[config.mk]
export PLATFORM = sky130hd
export DESIGN_NAME = sss_slot_store
export DESIGN_NICKNAME = d
export VERILOG_FILES = /design/src/logic/sss_pkg.sv /design/src/logic/sss_flash_store.sv /design/src/logic/sss_slot_store.sv
export SDC_FILE = /design/constraint.sdc
export NUM_CORES = 1
export LEC_CHECK = 0
export BUFFER_PORTS_ARGS = -buffer_cell sky130_fd_sc_hd__buf_4
export CAP_MARGIN = 25
export CELL_PAD_IN_SITES_DETAIL_PLACEMENT = 0
export CELL_PAD_IN_SITES_GLOBAL_PLACEMENT = 2
export CORE_MARGIN = 1.5
export CORE_UTILIZATION = 43
export CTS_CLUSTER_SIZE = 40
export DETAILED_ROUTE_END_ITERATION = 16
export HOLD_SLACK_MARGIN = 0.15
export PLACE_DENSITY_LB_ADDON = 0.1
export SETUP_SLACK_MARGIN = 0.05
export SYNTH_ARGS = -nofsm -noshare
export SYNTH_HDL_FRONTEND = slang
export SYNTH_SLANG_ARGS = --single-unit
[constraint.sdc]
create_clock -name CLK_SYS -period 5.1 [get_ports CLK_SYS]
set_clock_uncertainty 0.1 [all_clocks]
set_input_delay 0 -clock CLK_SYS [delete_from_list [all_inputs] [get_ports CLK_SYS]]
set_output_delay 0 -clock CLK_SYS [all_outputs]
set_load 0.05 [all_outputs]
[src/logic/sss_pkg.sv]
`default_nettype none
package sss_pkg;
	// ************************************************
	// register map (byte addresses, 32-bit words)
	// ************************************************
	localparam logic [7:0]  SSS_OFS_CTRL     = 8'h00;      // command strobes, write only
	localparam logic [7:0]  SSS_OFS_SLOT_SEL = 8'h04;      // slot for load and save
	localparam logic [7:0]  SSS_OFS_BOOT_SEL = 8'h08;      // slot applied after reset
	localparam logic [7:0]  SSS_OFS_STATUS   = 8'h0C;      // busy, refused flag
	localparam logic [7:0]  SSS_OFS_WORK0    = 8'h10;      // first working settings word
	localparam logic [7:0]  SSS_OFS_WORK_END = 8'h1C;      // last working settings word

	// ************************************************
	// field positions
	// ************************************************
	localparam int          SSS_BIT_LOAD     = 0;          // ctrl: config_slot_load
	localparam int          SSS_BIT_SAVE     = 1;          // ctrl: config_slot_save
	localparam int          SSS_BIT_RESTART  = 2;          // ctrl: device_restart_cmd
	localparam int          SSS_BIT_BUSY     = 0;          // status: operation running
	localparam int          SSS_BIT_REFUSED  = 1;          // status: sticky refused command

	// ************************************************
	// slot codes and storage layout
	// ************************************************
	localparam logic [1:0]  SSS_SLOT_FACTORY = 2'h0;       // read-only factory slot
	localparam logic [1:0]  SSS_SLOT_USER1   = 2'h1;       // user_slot_one
	localparam logic [1:0]  SSS_SLOT_USER2   = 2'h2;       // user_slot_two
	localparam int          SSS_WORDS        = 4;          // words per settings slot
	localparam logic [2:0]  SSS_LAST_IDX     = 3'h3;       // index of last word in a slot
	localparam logic [2:0]  SSS_IDX_END      = 3'h4;       // index past the last word
	localparam logic [3:0]  SSS_BOOT_ADDR    = 4'hC;       // flash word holding boot slot
	localparam logic [31:0] SSS_FACTORY [0:SSS_WORDS-1] = '{32'h0000_0001, 32'h0000_2710,
	                                                         32'h0000_0000, 32'h0000_0000};

	// ************************************************
	// timing
	// ************************************************
	localparam logic [7:0]  SSS_RESTART_CYCLES = 8'h20;    // restart pulse length in clocks

	// ************************************************
	// controller states
	// ************************************************
	typedef enum logic [5:0] {
		SSS_IDLE    = 6'b000001,
		SSS_BOOTRD  = 6'b000010,
		SSS_LOAD    = 6'b000100,
		SSS_SAVE    = 6'b001000,
		SSS_BOOTWR  = 6'b010000,
		SSS_RESTART = 6'b100000
	} sss_state_t;

	// flash word address of a word in a slot
	function automatic logic [3:0] sss_slot_addr(input logic [1:0] slot, input logic [2:0] idx);
		sss_slot_addr = {slot, idx[1:0]};
	endfunction
endpackage
`default_nettype wire

[src/logic/sss_flash_store.sv]
`timescale 1ns/10ps
`default_nettype none
// ************************************************
// non-volatile slot store
// ************************************************
module sss_flash_store
	import sss_pkg::*;
(
	// clock
	input  wire logic        clk,
	// access port
	input  wire logic        we,
	input  wire logic [3:0]  addr,
	input  wire logic [31:0] wdata,
	output logic      [31:0] rdata
);
	logic [31:0] cells [0:15];   // user slots and boot word; no reset, survives restarts

	// blank flash reads as zero, so the boot word starts at the factory slot
	initial begin
		for (int i = 0; i < 16; i++) begin
			cells[i] = 32'h0000_0000;
		end
	end

	// writes into the factory slot are dropped here as a second guard
	always_ff @(posedge clk) begin
		if (we && addr[3:2] != SSS_SLOT_FACTORY) begin
			cells[addr] <= wdata;
		end
	end

	// registered read; factory slot comes from constants, not cells
	always_ff @(posedge clk) begin
		if (addr[3:2] == SSS_SLOT_FACTORY) begin
			rdata <= SSS_FACTORY[addr[1:0]];
		end else begin
			rdata <= cells[addr];
		end
	end
endmodule
`default_nettype wire

[src/logic/sss_slot_store.sv]
// Added by the designer: register access over APB and the address map.
`timescale 1ns/10ps
`default_nettype none
module sss_slot_store
	import sss_pkg::*;
(
	// clock and reset
	input  wire logic         CLK_SYS,
	input  wire logic         RESET_N,
	// apb slave
	input  wire logic         PSEL,
	input  wire logic         PENABLE,
	input  wire logic         PWRITE,
	input  wire logic [7:0]   PADDR,
	input  wire logic [31:0]  PWDATA,
	output logic      [31:0]  PRDATA,
	output logic              PREADY,
	output logic              PSLVERR,
	// device side
	output logic      [127:0] WORK_SETTINGS,
	output logic              BUSY,
	output logic              HOST_LINK_UP,
	output logic              SYS_RESTART
);
	import sss_pkg::*;

	// ************************************************
	// declarations
	// ************************************************
	sss_state_t  state;                        // controller state
	logic [1:0]  slot_sel;                     // config_slot_select
	logic [1:0]  boot_sel;                     // shadow of boot_slot_select in flash
	logic [1:0]  op_slot;                      // slot of the running operation
	logic [2:0]  idx;                          // word counter within a slot
	logic        rvalid;                       // flash read data due this cycle
	logic [1:0]  ridx;                         // word index of that read
	logic [7:0]  rst_cnt;                      // restart hold counter
	logic        refused;                      // sticky refused-command flag
	logic [31:0] work [0:SSS_WORDS-1];         // working settings, volatile
	logic        mem_we;                       // flash write strobe
	logic [3:0]  mem_addr;                     // flash address
	logic [31:0] mem_wdata;                    // flash write data
	logic [31:0] mem_rdata;                    // flash read data, registered
	logic        apb_wr;                       // write completes at this edge
	logic        idle;                         // controller free for commands
	logic        hit_work;                     // address lands on a working word
	logic        hit_any;                      // address is mapped
	logic        refuse_evt;                   // a command was refused this edge
	logic        refused_clr;                  // software clears refused flag
	logic [31:0] next_rdata;                   // read data for the answer
	logic        restart_done;                 // last cycle of the restart hold

	// ************************************************
	// decode
	// ************************************************
	assign apb_wr   = PSEL && PENABLE && PREADY && PWRITE;
	assign idle     = (state == SSS_IDLE);
	// a restart ends like a power cycle, so the slot selector goes with it
	assign restart_done = (state == SSS_RESTART) && (rst_cnt == SSS_RESTART_CYCLES - 8'h01);
	assign hit_work = (PADDR >= SSS_OFS_WORK0) && (PADDR <= SSS_OFS_WORK_END) && (PADDR[1:0] == 2'h0);
	assign hit_any  = hit_work || PADDR == SSS_OFS_CTRL || PADDR == SSS_OFS_SLOT_SEL
	               || PADDR == SSS_OFS_BOOT_SEL || PADDR == SSS_OFS_STATUS;

	// load or save while busy, save to factory, and working-word or boot writes while busy are refused; illegal slot codes are dropped
	always_comb begin
		refuse_evt  = 1'b0;
		refused_clr = apb_wr && PADDR == SSS_OFS_STATUS && PWDATA[SSS_BIT_REFUSED];
		if (apb_wr && PADDR == SSS_OFS_CTRL) begin
			if (!idle && (PWDATA[SSS_BIT_LOAD] || PWDATA[SSS_BIT_SAVE])) begin
				refuse_evt = 1'b1;
			end else if (PWDATA[SSS_BIT_SAVE] && slot_sel == SSS_SLOT_FACTORY) begin
				refuse_evt = 1'b1;
			end
		end
		if (apb_wr && !idle && (hit_work || PADDR == SSS_OFS_BOOT_SEL)) begin
			refuse_evt = 1'b1;
		end
	end

	// ************************************************
	// flash port
	// ************************************************
	always_comb begin
		mem_we    = 1'b0;
		mem_addr  = sss_slot_addr(op_slot, idx);
		mem_wdata = work[idx[1:0]];
		unique case (state)
			SSS_BOOTRD: begin
				mem_addr = SSS_BOOT_ADDR;
			end
			SSS_SAVE: begin
				mem_we = 1'b1;
			end
			SSS_BOOTWR: begin
				mem_we    = 1'b1;
				mem_addr  = SSS_BOOT_ADDR;
				mem_wdata = {30'h0, boot_sel};
			end
			SSS_IDLE, SSS_LOAD, SSS_RESTART: begin
			end
		endcase
	end

	sss_flash_store u_flash (
		.clk   (CLK_SYS),
		.we    (mem_we),
		.addr  (mem_addr),
		.wdata (mem_wdata),
		.rdata (mem_rdata)
	);

	// ************************************************
	// apb answer
	// ************************************************
	// read mux for the answer
	always_comb begin
		next_rdata = 32'h0000_0000;
		if (hit_work) begin
			next_rdata = work[PADDR[3:2]];
		end else if (PADDR == SSS_OFS_SLOT_SEL) begin
			next_rdata = {30'h0, slot_sel};
		end else if (PADDR == SSS_OFS_BOOT_SEL) begin
			next_rdata = {30'h0, boot_sel};
		end else if (PADDR == SSS_OFS_STATUS) begin
			next_rdata = {30'h0, refused, !idle};
		end
	end

	// no wait state: ready rises in the first access cycle
	always_ff @(posedge CLK_SYS or negedge RESET_N) begin
		if (!RESET_N) begin
			PREADY  <= 1'b0;
			PSLVERR <= 1'b0;
			PRDATA  <= 32'h0000_0000;
		end else begin
			PREADY  <= PSEL && !PREADY;
			PSLVERR <= PSEL && !PREADY && !hit_any;
			PRDATA  <= (PSEL && !PREADY && !PWRITE) ? next_rdata : 32'h0000_0000;
		end
	end

	// ************************************************
	// software settings
	// ************************************************
	// slot selector; code 3 is not a slot and is dropped
	always_ff @(posedge CLK_SYS or negedge RESET_N) begin
		if (!RESET_N) begin
			slot_sel <= SSS_SLOT_FACTORY;
		end else if (restart_done) begin
			slot_sel <= SSS_SLOT_FACTORY;
		end else if (apb_wr && PADDR == SSS_OFS_SLOT_SEL && PWDATA[1:0] <= SSS_SLOT_USER2) begin
			slot_sel <= PWDATA[1:0];
		end
	end

	// refused flag: a new refusal wins over a clear in the same edge
	always_ff @(posedge CLK_SYS or negedge RESET_N) begin
		if (!RESET_N) begin
			refused <= 1'b0;
		end else if (refuse_evt) begin
			refused <= 1'b1;
		end else if (refused_clr) begin
			refused <= 1'b0;
		end
	end

	// ************************************************
	// controller and working settings
	// ************************************************
	// reset starts with the boot read, so every reset reapplies the boot slot
	always_ff @(posedge CLK_SYS or negedge RESET_N) begin
		if (!RESET_N) begin
			state    <= SSS_BOOTRD;
			op_slot  <= SSS_SLOT_FACTORY;
			boot_sel <= SSS_SLOT_FACTORY;
			idx      <= 3'h0;
			rvalid   <= 1'b0;
			ridx     <= 2'h0;
			rst_cnt  <= 8'h00;
			for (int i = 0; i < SSS_WORDS; i++) begin
				work[i] <= 32'h0000_0000;
			end
		end else begin
			unique case (state)
				SSS_IDLE: begin
					idx    <= 3'h0;
					rvalid <= 1'b0;
					if (apb_wr && hit_work) begin
						work[PADDR[3:2]] <= PWDATA;
					end else if (apb_wr && PADDR == SSS_OFS_BOOT_SEL && PWDATA[1:0] <= SSS_SLOT_USER2) begin
						boot_sel <= PWDATA[1:0];
						state    <= SSS_BOOTWR;
					end else if (apb_wr && PADDR == SSS_OFS_CTRL) begin
						// restart outranks load, load outranks save
						if (PWDATA[SSS_BIT_RESTART]) begin
							rst_cnt <= 8'h00;
							state   <= SSS_RESTART;
						end else if (PWDATA[SSS_BIT_LOAD]) begin
							op_slot <= slot_sel;
							state   <= SSS_LOAD;
						end else if (PWDATA[SSS_BIT_SAVE] && slot_sel != SSS_SLOT_FACTORY) begin
							op_slot <= slot_sel;
							state   <= SSS_SAVE;
						end
					end
				end
				SSS_BOOTRD: begin
					rvalid <= 1'b1;
					if (rvalid) begin
						// an unknown code falls back to the factory slot
						op_slot <= (mem_rdata[1:0] <= SSS_SLOT_USER2) ? mem_rdata[1:0] : SSS_SLOT_FACTORY;
						boot_sel <= (mem_rdata[1:0] <= SSS_SLOT_USER2) ? mem_rdata[1:0] : SSS_SLOT_FACTORY;
						rvalid  <= 1'b0;
						idx     <= 3'h0;
						state   <= SSS_LOAD;
					end
				end
				SSS_LOAD: begin
					if (idx != SSS_IDX_END) begin
						idx <= idx + 3'h1;
					end
					rvalid <= (idx != SSS_IDX_END);
					ridx   <= idx[1:0];
					if (rvalid) begin
						work[ridx] <= mem_rdata;
					end
					if (rvalid && idx == SSS_IDX_END) begin
						state <= SSS_IDLE;
					end
				end
				SSS_SAVE: begin
					idx <= idx + 3'h1;
					if (idx == SSS_LAST_IDX) begin
						state <= SSS_IDLE;
					end
				end
				SSS_BOOTWR: begin
					state <= SSS_IDLE;
				end
				SSS_RESTART: begin
					// hold, then clear the working settings and boot as from power-on; the refused flag is kept
					rst_cnt <= rst_cnt + 8'h01;
					if (rst_cnt == SSS_RESTART_CYCLES - 8'h01) begin
						for (int i = 0; i < SSS_WORDS; i++) begin
							work[i] <= 32'h0000_0000;
						end
						rvalid <= 1'b0;
						state  <= SSS_BOOTRD;
					end
				end
				default: begin
					state <= SSS_IDLE;
				end
			endcase
		end
	end

	// ************************************************
	// device outputs, registered
	// ************************************************
	// link stays down through restart and boot load so the host must reconnect
	always_ff @(posedge CLK_SYS or negedge RESET_N) begin
		if (!RESET_N) begin
			WORK_SETTINGS <= 128'h0;
			BUSY          <= 1'b1;
			HOST_LINK_UP  <= 1'b0;
			SYS_RESTART   <= 1'b0;
		end else begin
			WORK_SETTINGS <= {work[3], work[2], work[1], work[0]};
			BUSY          <= !idle;
			HOST_LINK_UP  <= idle || state == SSS_LOAD && HOST_LINK_UP
			              || state == SSS_SAVE || state == SSS_BOOTWR;
			SYS_RESTART   <= (state == SSS_RESTART);
		end
	end
endmodule
`default_nettype wire

# Yosys cells after proc, flatten, opt, wreduce, memory -nomap -nowiden

Memory sizes are Yosys's and may differ from the RTL's.
Index checks and enable logic that the tools add are counted.

Memory bits (writable): 512
Bits in registers: 352
Output and inout port bits: 165
Memories: 1
Word-level logic and storage cells: 201

Memories:

| memory        | depth | bits a word | rd ports | clocked after memory_dff | write ports | RTL line              | source |
|---|---|---|---|---|---|---|---|
| u_flash.cells | 16    | 32          | 1        | 0                        | 1           | sss_flash_store.sv:17 | `logic [31:0] cells [0:15];` |

Bitwise gates (word level): 4
$add $sub $neg: 2
Equality and inequality tests: 29
Mux-type cells: 72
Reduce and logical (&&, ||, !) cells: 62
Magnitude comparators: 10

Operator list:

| cell                                                                  | count |
|---|---|
| 128-bit two-way mux                                                   | 3 |
| 32-bit two-way mux                                                    | 12 |
| 128-bit case mux with 3 select lines                                  | 1 |
| 128-bit bitwise mux                                                   | 2 |
| 32-bit binary-select mux with 2-bit select                            | 3 |
| 32-bit demux with 2-bit select                                        | 2 |
| 6-bit two-way mux                                                     | 10 |
| 8-bit two-way mux                                                     | 4 |
| 2-bit two-way mux                                                     | 15 |
| 6-bit case mux with 5 select lines                                    | 1 |
| 1-bit logical AND                                                     | 27 |
| 2-bit != test, second input constant                                  | 10 |
| 8-bit by 4-bit equality test with 1-bit output, second input constant | 2 |
| 8-bit case mux with 2 select lines                                    | 1 |
| 7-bit AND reduction                                                   | 2 |
| 3-bit >= comparator, second input constant                            | 4 |
| 2-bit inverter with 3-bit output                                      | 4 |
| 3-bit case mux with 4 select lines                                    | 1 |
| 2-bit nonzero test                                                    | 6 |
| 1-bit two-way mux                                                     | 11 |
| 1-bit logical OR                                                      | 9 |
| 8-bit by 1-bit adder with 8-bit output, second input constant         | 1 |
| 8-bit by 3-bit equality test with 1-bit output, second input constant | 1 |
| 8-bit by 5-bit equality test with 1-bit output, second input constant | 1 |
| other kinds (32)                                                      | 46 |

# Logic depth before layout (Yosys ltp)

Depth in word-level cells: 9
Depth in mapped cells: 8
Mapped depth without buffers: 6

# Cells and area by module

Synthesis repeated with hierarchy kept, for this count alone.

Cells, all modules: 1670
Area, all modules: 28761.3 um^2

Modules (own cells, without submodules):

| module          | cells an instance | times used | sequential area each (um^2) | area each (um^2) |
|---|---|---|---|---|
| sss_flash_store | 681               | 1          | 12171.7                     | 15205.8 |
| sss_slot_store  | 989               | 1          | 8010.2                      | 13555.5 |

# Worst setup path after synthesis

Ideal clock, no wire load.

Kind: register to register
From: register state[0]
To: memory u_flash.cells[5][0] (enable)
Arrival: 3.965 ns
Setup time: 0.461 ns
Clock period less this slack: 4.526 ns
Setup slack: 0.574 ns
Stages on the path, launching flop included: 6
Cell sequence: dfrtp_1 -> or4_4 -> nor3b_1 -> or2_2 -> nand4_1 -> nor3_1

Longest elaborated chain between the ends: 7
Elaborated cells on any way between the ends: 11
Those cells by class: 3 x eq/ne; 4 x mux; 4 x reduce/logical

RTL lines:

| element                                                                                                          | RTL line              | source |
|---|---|---|
| from (decl)                                                                                                      | sss_slot_store.sv:30  | `sss_state_t state;` |
| from (signal assigned)                                                                                           | sss_slot_store.sv:173 | `state <= SSS_BOOTRD;` |
| from (signal assigned)                                                                                           | sss_slot_store.sv:192 | `state <= SSS_BOOTWR;` |
| from (signal assigned)                                                                                           | sss_slot_store.sv:197 | `state <= SSS_RESTART;` |
| 6-bit by 5-bit equality test with 1-bit output or 6-bit by 2-bit equality test with 1-bit output (tied branches) | sss_slot_store.sv:87  | `unique case (state)` |
| 2-bit OR reduction (no source line)                                                                              | n/a                   |  |
| 4-bit two-way mux                                                                                                | sss_slot_store.sv:87  |  |
| 2-bit nonzero test                                                                                               | sss_flash_store.sv:28 | `if (we && addr[3:2] != SSS_SLOT_FACTORY) begin` |
| 1-bit logical AND                                                                                                | sss_flash_store.sv:28 |  |
| 1-bit two-way mux                                                                                                | sss_flash_store.sv:28 |  |
| 1-bit two-way mux (implied by the code)                                                                          | sss_flash_store.sv:29 | `cells[addr] <= wdata;` |
| to (decl)                                                                                                        | sss_flash_store.sv:17 |  |

Several ways; a longest one is shown, not always the timed one.

# Worst setup path after layout

From: register state[0]
To: memory u_flash.cells[4][14] (enable)

The elaborated chain is that of the path after synthesis.

==> impl_metrics.json <==
{
  "status": "finished clean",
  "leakage_nw": 14.1,
  "drt-initial-drc-count": 1704,
  "core_sq_um": 68800,
  "final_cell_area_sq_um": 36100,
  "postSynthNetCount": 2123,
  "cts_setup_buffers": 0,
  "grt_pass1_wl_um": 134000,
  "synth_edf_count": 384,
  "place_inst": 3107,
  "cp_num_buf_inv": 0,
  "met2_usage": 0.368,
  "ys_seq_elements": 736,
  "reg2reg_depth": 5,
  "num_vias": 19600,
  "r2r-start": "state[0]$_DFFE_PN0P_",
  "synth.distinct_cells": 70,
  "clockBufferDepth": 3,
  "grt_max_degree": 142,
  "dieWidth_um": 267,
  "syn_area_per_cell_sq_um": 14.5,
  "yosys_warnings": 0,
  "seq_area_frac_synth": 0.672,
  "clk_latency_ns": 0.62,
  "start_util": 0.437,
  "post_dp_cell_area_sq_um": 32700,
  "htree_levels": 3,
  "grt_overflow": 0,
  "crit_path_max_incr_delay_ns": 0.87,
  "slowest_stage": "nor2_4",
  "holdPathStages": 4,
  "die_h_um": 267,
  "netlist_area_sq_um": 30000,
  "grt_pass1_vias": 19700,
  "end_kind": "flop",
  "met1_usage": 0.380,
  "path_clk_slew_ns": 0.06,
  "use_met3": 0.0588,
  "arrival_ns": 3.71,
  "cts-resized-gates": 0,
  "cp.depth": 5,
  "ys.flop_type": "edfxtp_1",
  "timing.final.crit_period_ns": 3.57,
  "pwr_density_cell_nw_per_um2": 558,
  "critPathMaxFanout": 32,
  "synthToLayoutAreaGrowth_pct": 20.3,
  "wl_per_cell_um": 27.1,
  "rsz0062_at_grt": "no",
  "endpoint": "u_flash.cells[4][14]$_DFFE_PP_",
  "r2r_slack_ns": 1.53,
  "r2r-end": "u_flash.cells[4][14]$_DFFE_PP_",
  "min_period_over_period": 0.701,
  "drv_slew": 0,
  "nFillCells": 5822,
  "port_buffers": 209,
  "crit_chain": "or4_4, nor3b_1, or2_2, nand4_1, nor2_4",
  "drive_above_1_share": 0.250,
  "ant_nets": 0,
  "path_class": "flop to flop",
  "top_usage_layer": "met1",
  "antenna_found_initial": 1,
  "drc_errors": 0,
  "async_reset_ff_frac": 0.435,
  "hpwl_um": 55800,
  "tightest_slew_ns": 1.04,
  "slew_headroom": 0.307,
  "avgViaCountPerCell": 5.89,
  "setup_tns_ns": 0,
  "fin_nets": 2383,
  "max_freq_mhz": 280,
  "totalPowerFinal_mw": 20.2,
  "maxCapViolCount": 0,
  "worst_hold_path_type": "input port to flop",
  "cp-startpoint": "state[0]$_DFFE_PN0P_",
  "cp_data_required_time_ns": 5.24,
  "gr-usage-all-layers": 0.255,
  "synthesis.instances": 2074,
  "cts-buffers-inserted": 81,
  "num_rows": 96,
  "finalNonFillerCells": 3332,
  "cts_tree": "yes",
  "cp-start-kind": "flop",
  "cp_top_family": "simple AND/OR/NAND/NOR gates",
  "clock_sinks": 736,
  "hold_violations": 0,
  "die-area_sq_um": 71500,
  "dr.pass1.iters": 6,
  "drt-total-wl_um": 90200,
  "cts_root_buf": "clkbuf_16",
  "ir_drop_mv": 0.296,
  "setup_viol": 0,
  "gp_congestion": 0.847,
  "boundaryPins": 210
}
[final cells by class]
type / instances / area [sq um] / area share
clock inverter: 34 / 338 / 0.00935
inverter: 96 / 363 / 0.0100
multi-input combinational: 1074 / 8890 / 0.246
clock buffer: 114 / 2310 / 0.0638
antenna: 2 / 5.00 / 0.000138
tap: 931 / 1160 / 0.0322
timing repair buffer: 345 / 2880 / 0.0798
sequential: 736 / 20200 / 0.559
[cell families (layout without fill, tap and decap cells)]
kind of cell | Yosys count | in the layout | synth area share
adders and majority gates | 4 | 4 | 0.00167
DFF | 736 | 736 | 0.672
other | 0 | 2 | 0
AOI/OAI and AO/OA | 558 | 558 | 0.148
and+or+nand+nor | 363 | 363 | 0.0616
buffers and inverters | 264 | 589 | 0.0361
muxes | 144 | 144 | 0.0792
xor gates and xnor gates | 5 | 5 | 0.00146
[metal layers]
layer / share of wire / wire (um)
met2: 0.44 / 39300
met3: 0.078 / 7040
met4: 0.027 / 2420
met5: 0 / 0
met1: 0.46 / 41500
[cells in the mapped netlist, types with 15 or more instances]
cell type,count,area [sq um]
nor2_1,130,488
clkbuf_1,96,360
a22oi_1,137,1030
buf_1,15,56.3
edfxtp_1,384,11500
nor3_1,19,95.1
a31oi_1,79,494
nor2b_1,60,375
a21oi_1,16,80.1
dfxtp_1,32,641
a211oi_1,29,218
o21ai_0,49,245
mux4_2,69,1550
o2bb2ai_2,30,450
buf_2,50,250
dfrtp_1,318,7960
nand3_1,35,175
o2bb2ai_1,100,876
and3_1,35,219
o221ai_1,75,657
inv_1,93,349
nand2_1,35,131
mux2i_1,16,160
mux2_2,59,664
[report_power, final]
part | internal (mW) | switching (mW)
sequential | 7.64 | 0.899
clock | 3.46 | 2.38
combinational | 1.92 | 3.86
total | 13.0 | 7.13
[tightest hold or removal path, cell delays in order]
cell	delay, ns
dlygate4sd3_1	0.53
buf_4	0.12
a22oi_1	0.07
o2bb2ai_1	0.13
[worst min path at each step]
stage / slack, ns / startpoint / end
3_5_place_dp: 0.11 / RESET_N / PRDATA[30]$_DFF_PN0_
2_1_floorplan: -0.40 / RESET_N / HOST_LINK_UP$_DFF_PN0_
6_report: 0.17 / PWDATA[12] / flop
3_3_place_gp: 0.1 / RESET_N / PRDATA[30]$_DFF_PN0_
5_1_grt: 0.18 / PWDATA[24] / flop
4_1_cts: 0.15 / PWDATA[25] / flop
[repair_timing]
action / CTS / global route
endpoints found under the hold margin: 313 / 0
hold buffers: 65 / 0
setup endpoints to repair: 0 / 0
[cells in the final DEF, fill, tap and decap left out, types with 5 or more instances in the layout]
| cell | netlist | routed |
|---|---|---|
| edfxtp_1 | 384 | 384 |
| dfrtp_1 | 318 | 316 |
| buf_4 | 6 | 273 |
| a22oi_1 | 137 | 137 |
| nor2_1 | 130 | 124 |
| o2bb2ai_1 | 100 | 100 |
| inv_1 | 93 | 93 |
| clkbuf_16 | 0 | 86 |
| a31oi_1 | 79 | 79 |
| o221ai_1 | 75 | 75 |
| mux4_2 | 69 | 69 |
| dlygate4sd3_1 | 0 | 64 |
| nor2b_1 | 60 | 60 |
| mux2_2 | 59 | 59 |
| o21ai_0 | 49 | 49 |
| and3_1 | 35 | 35 |
| nand3_1 | 35 | 35 |
| nand2_1 | 35 | 32 |
| dfxtp_1 | 32 | 32 |
| o2bb2ai_2 | 30 | 30 |
| a211oi_1 | 29 | 29 |
| clkbuf_1 | 96 | 23 |
| a21oi_1 | 16 | 16 |
| mux2i_1 | 16 | 16 |
| clkinv_1 | 2 | 12 |
| clkinv_2 | 0 | 12 |
| nor3_2 | 0 | 10 |
| nor3_1 | 19 | 9 |
| nand4_1 | 8 | 8 |
| o211ai_1 | 8 | 8 |
| nand2b_1 | 7 | 7 |
| a221oi_1 | 6 | 6 |
| nor2_4 | 0 | 6 |
| bufinv_16 | 0 | 6 |
| or2_2 | 5 | 5 |
| o22ai_1 | 5 | 5 |
| clkbuf_8 | 0 | 5 |
| buf_16 | 0 | 5 |
[through the flow]
stage	setup WS (ns)	util	hold slack (ns)
5_1_grt	1.30	0.525	0.178
6_report	1.53	0.525	0.172
3_3_place_gp	1.56	0.474	0.0986
3_5_place_dp	1.50	0.475	0.112
2_1_floorplan	0.574	-	-0.396
4_1_cts	1.47	0.523	0.155
(Power assumes the default switching activity.)
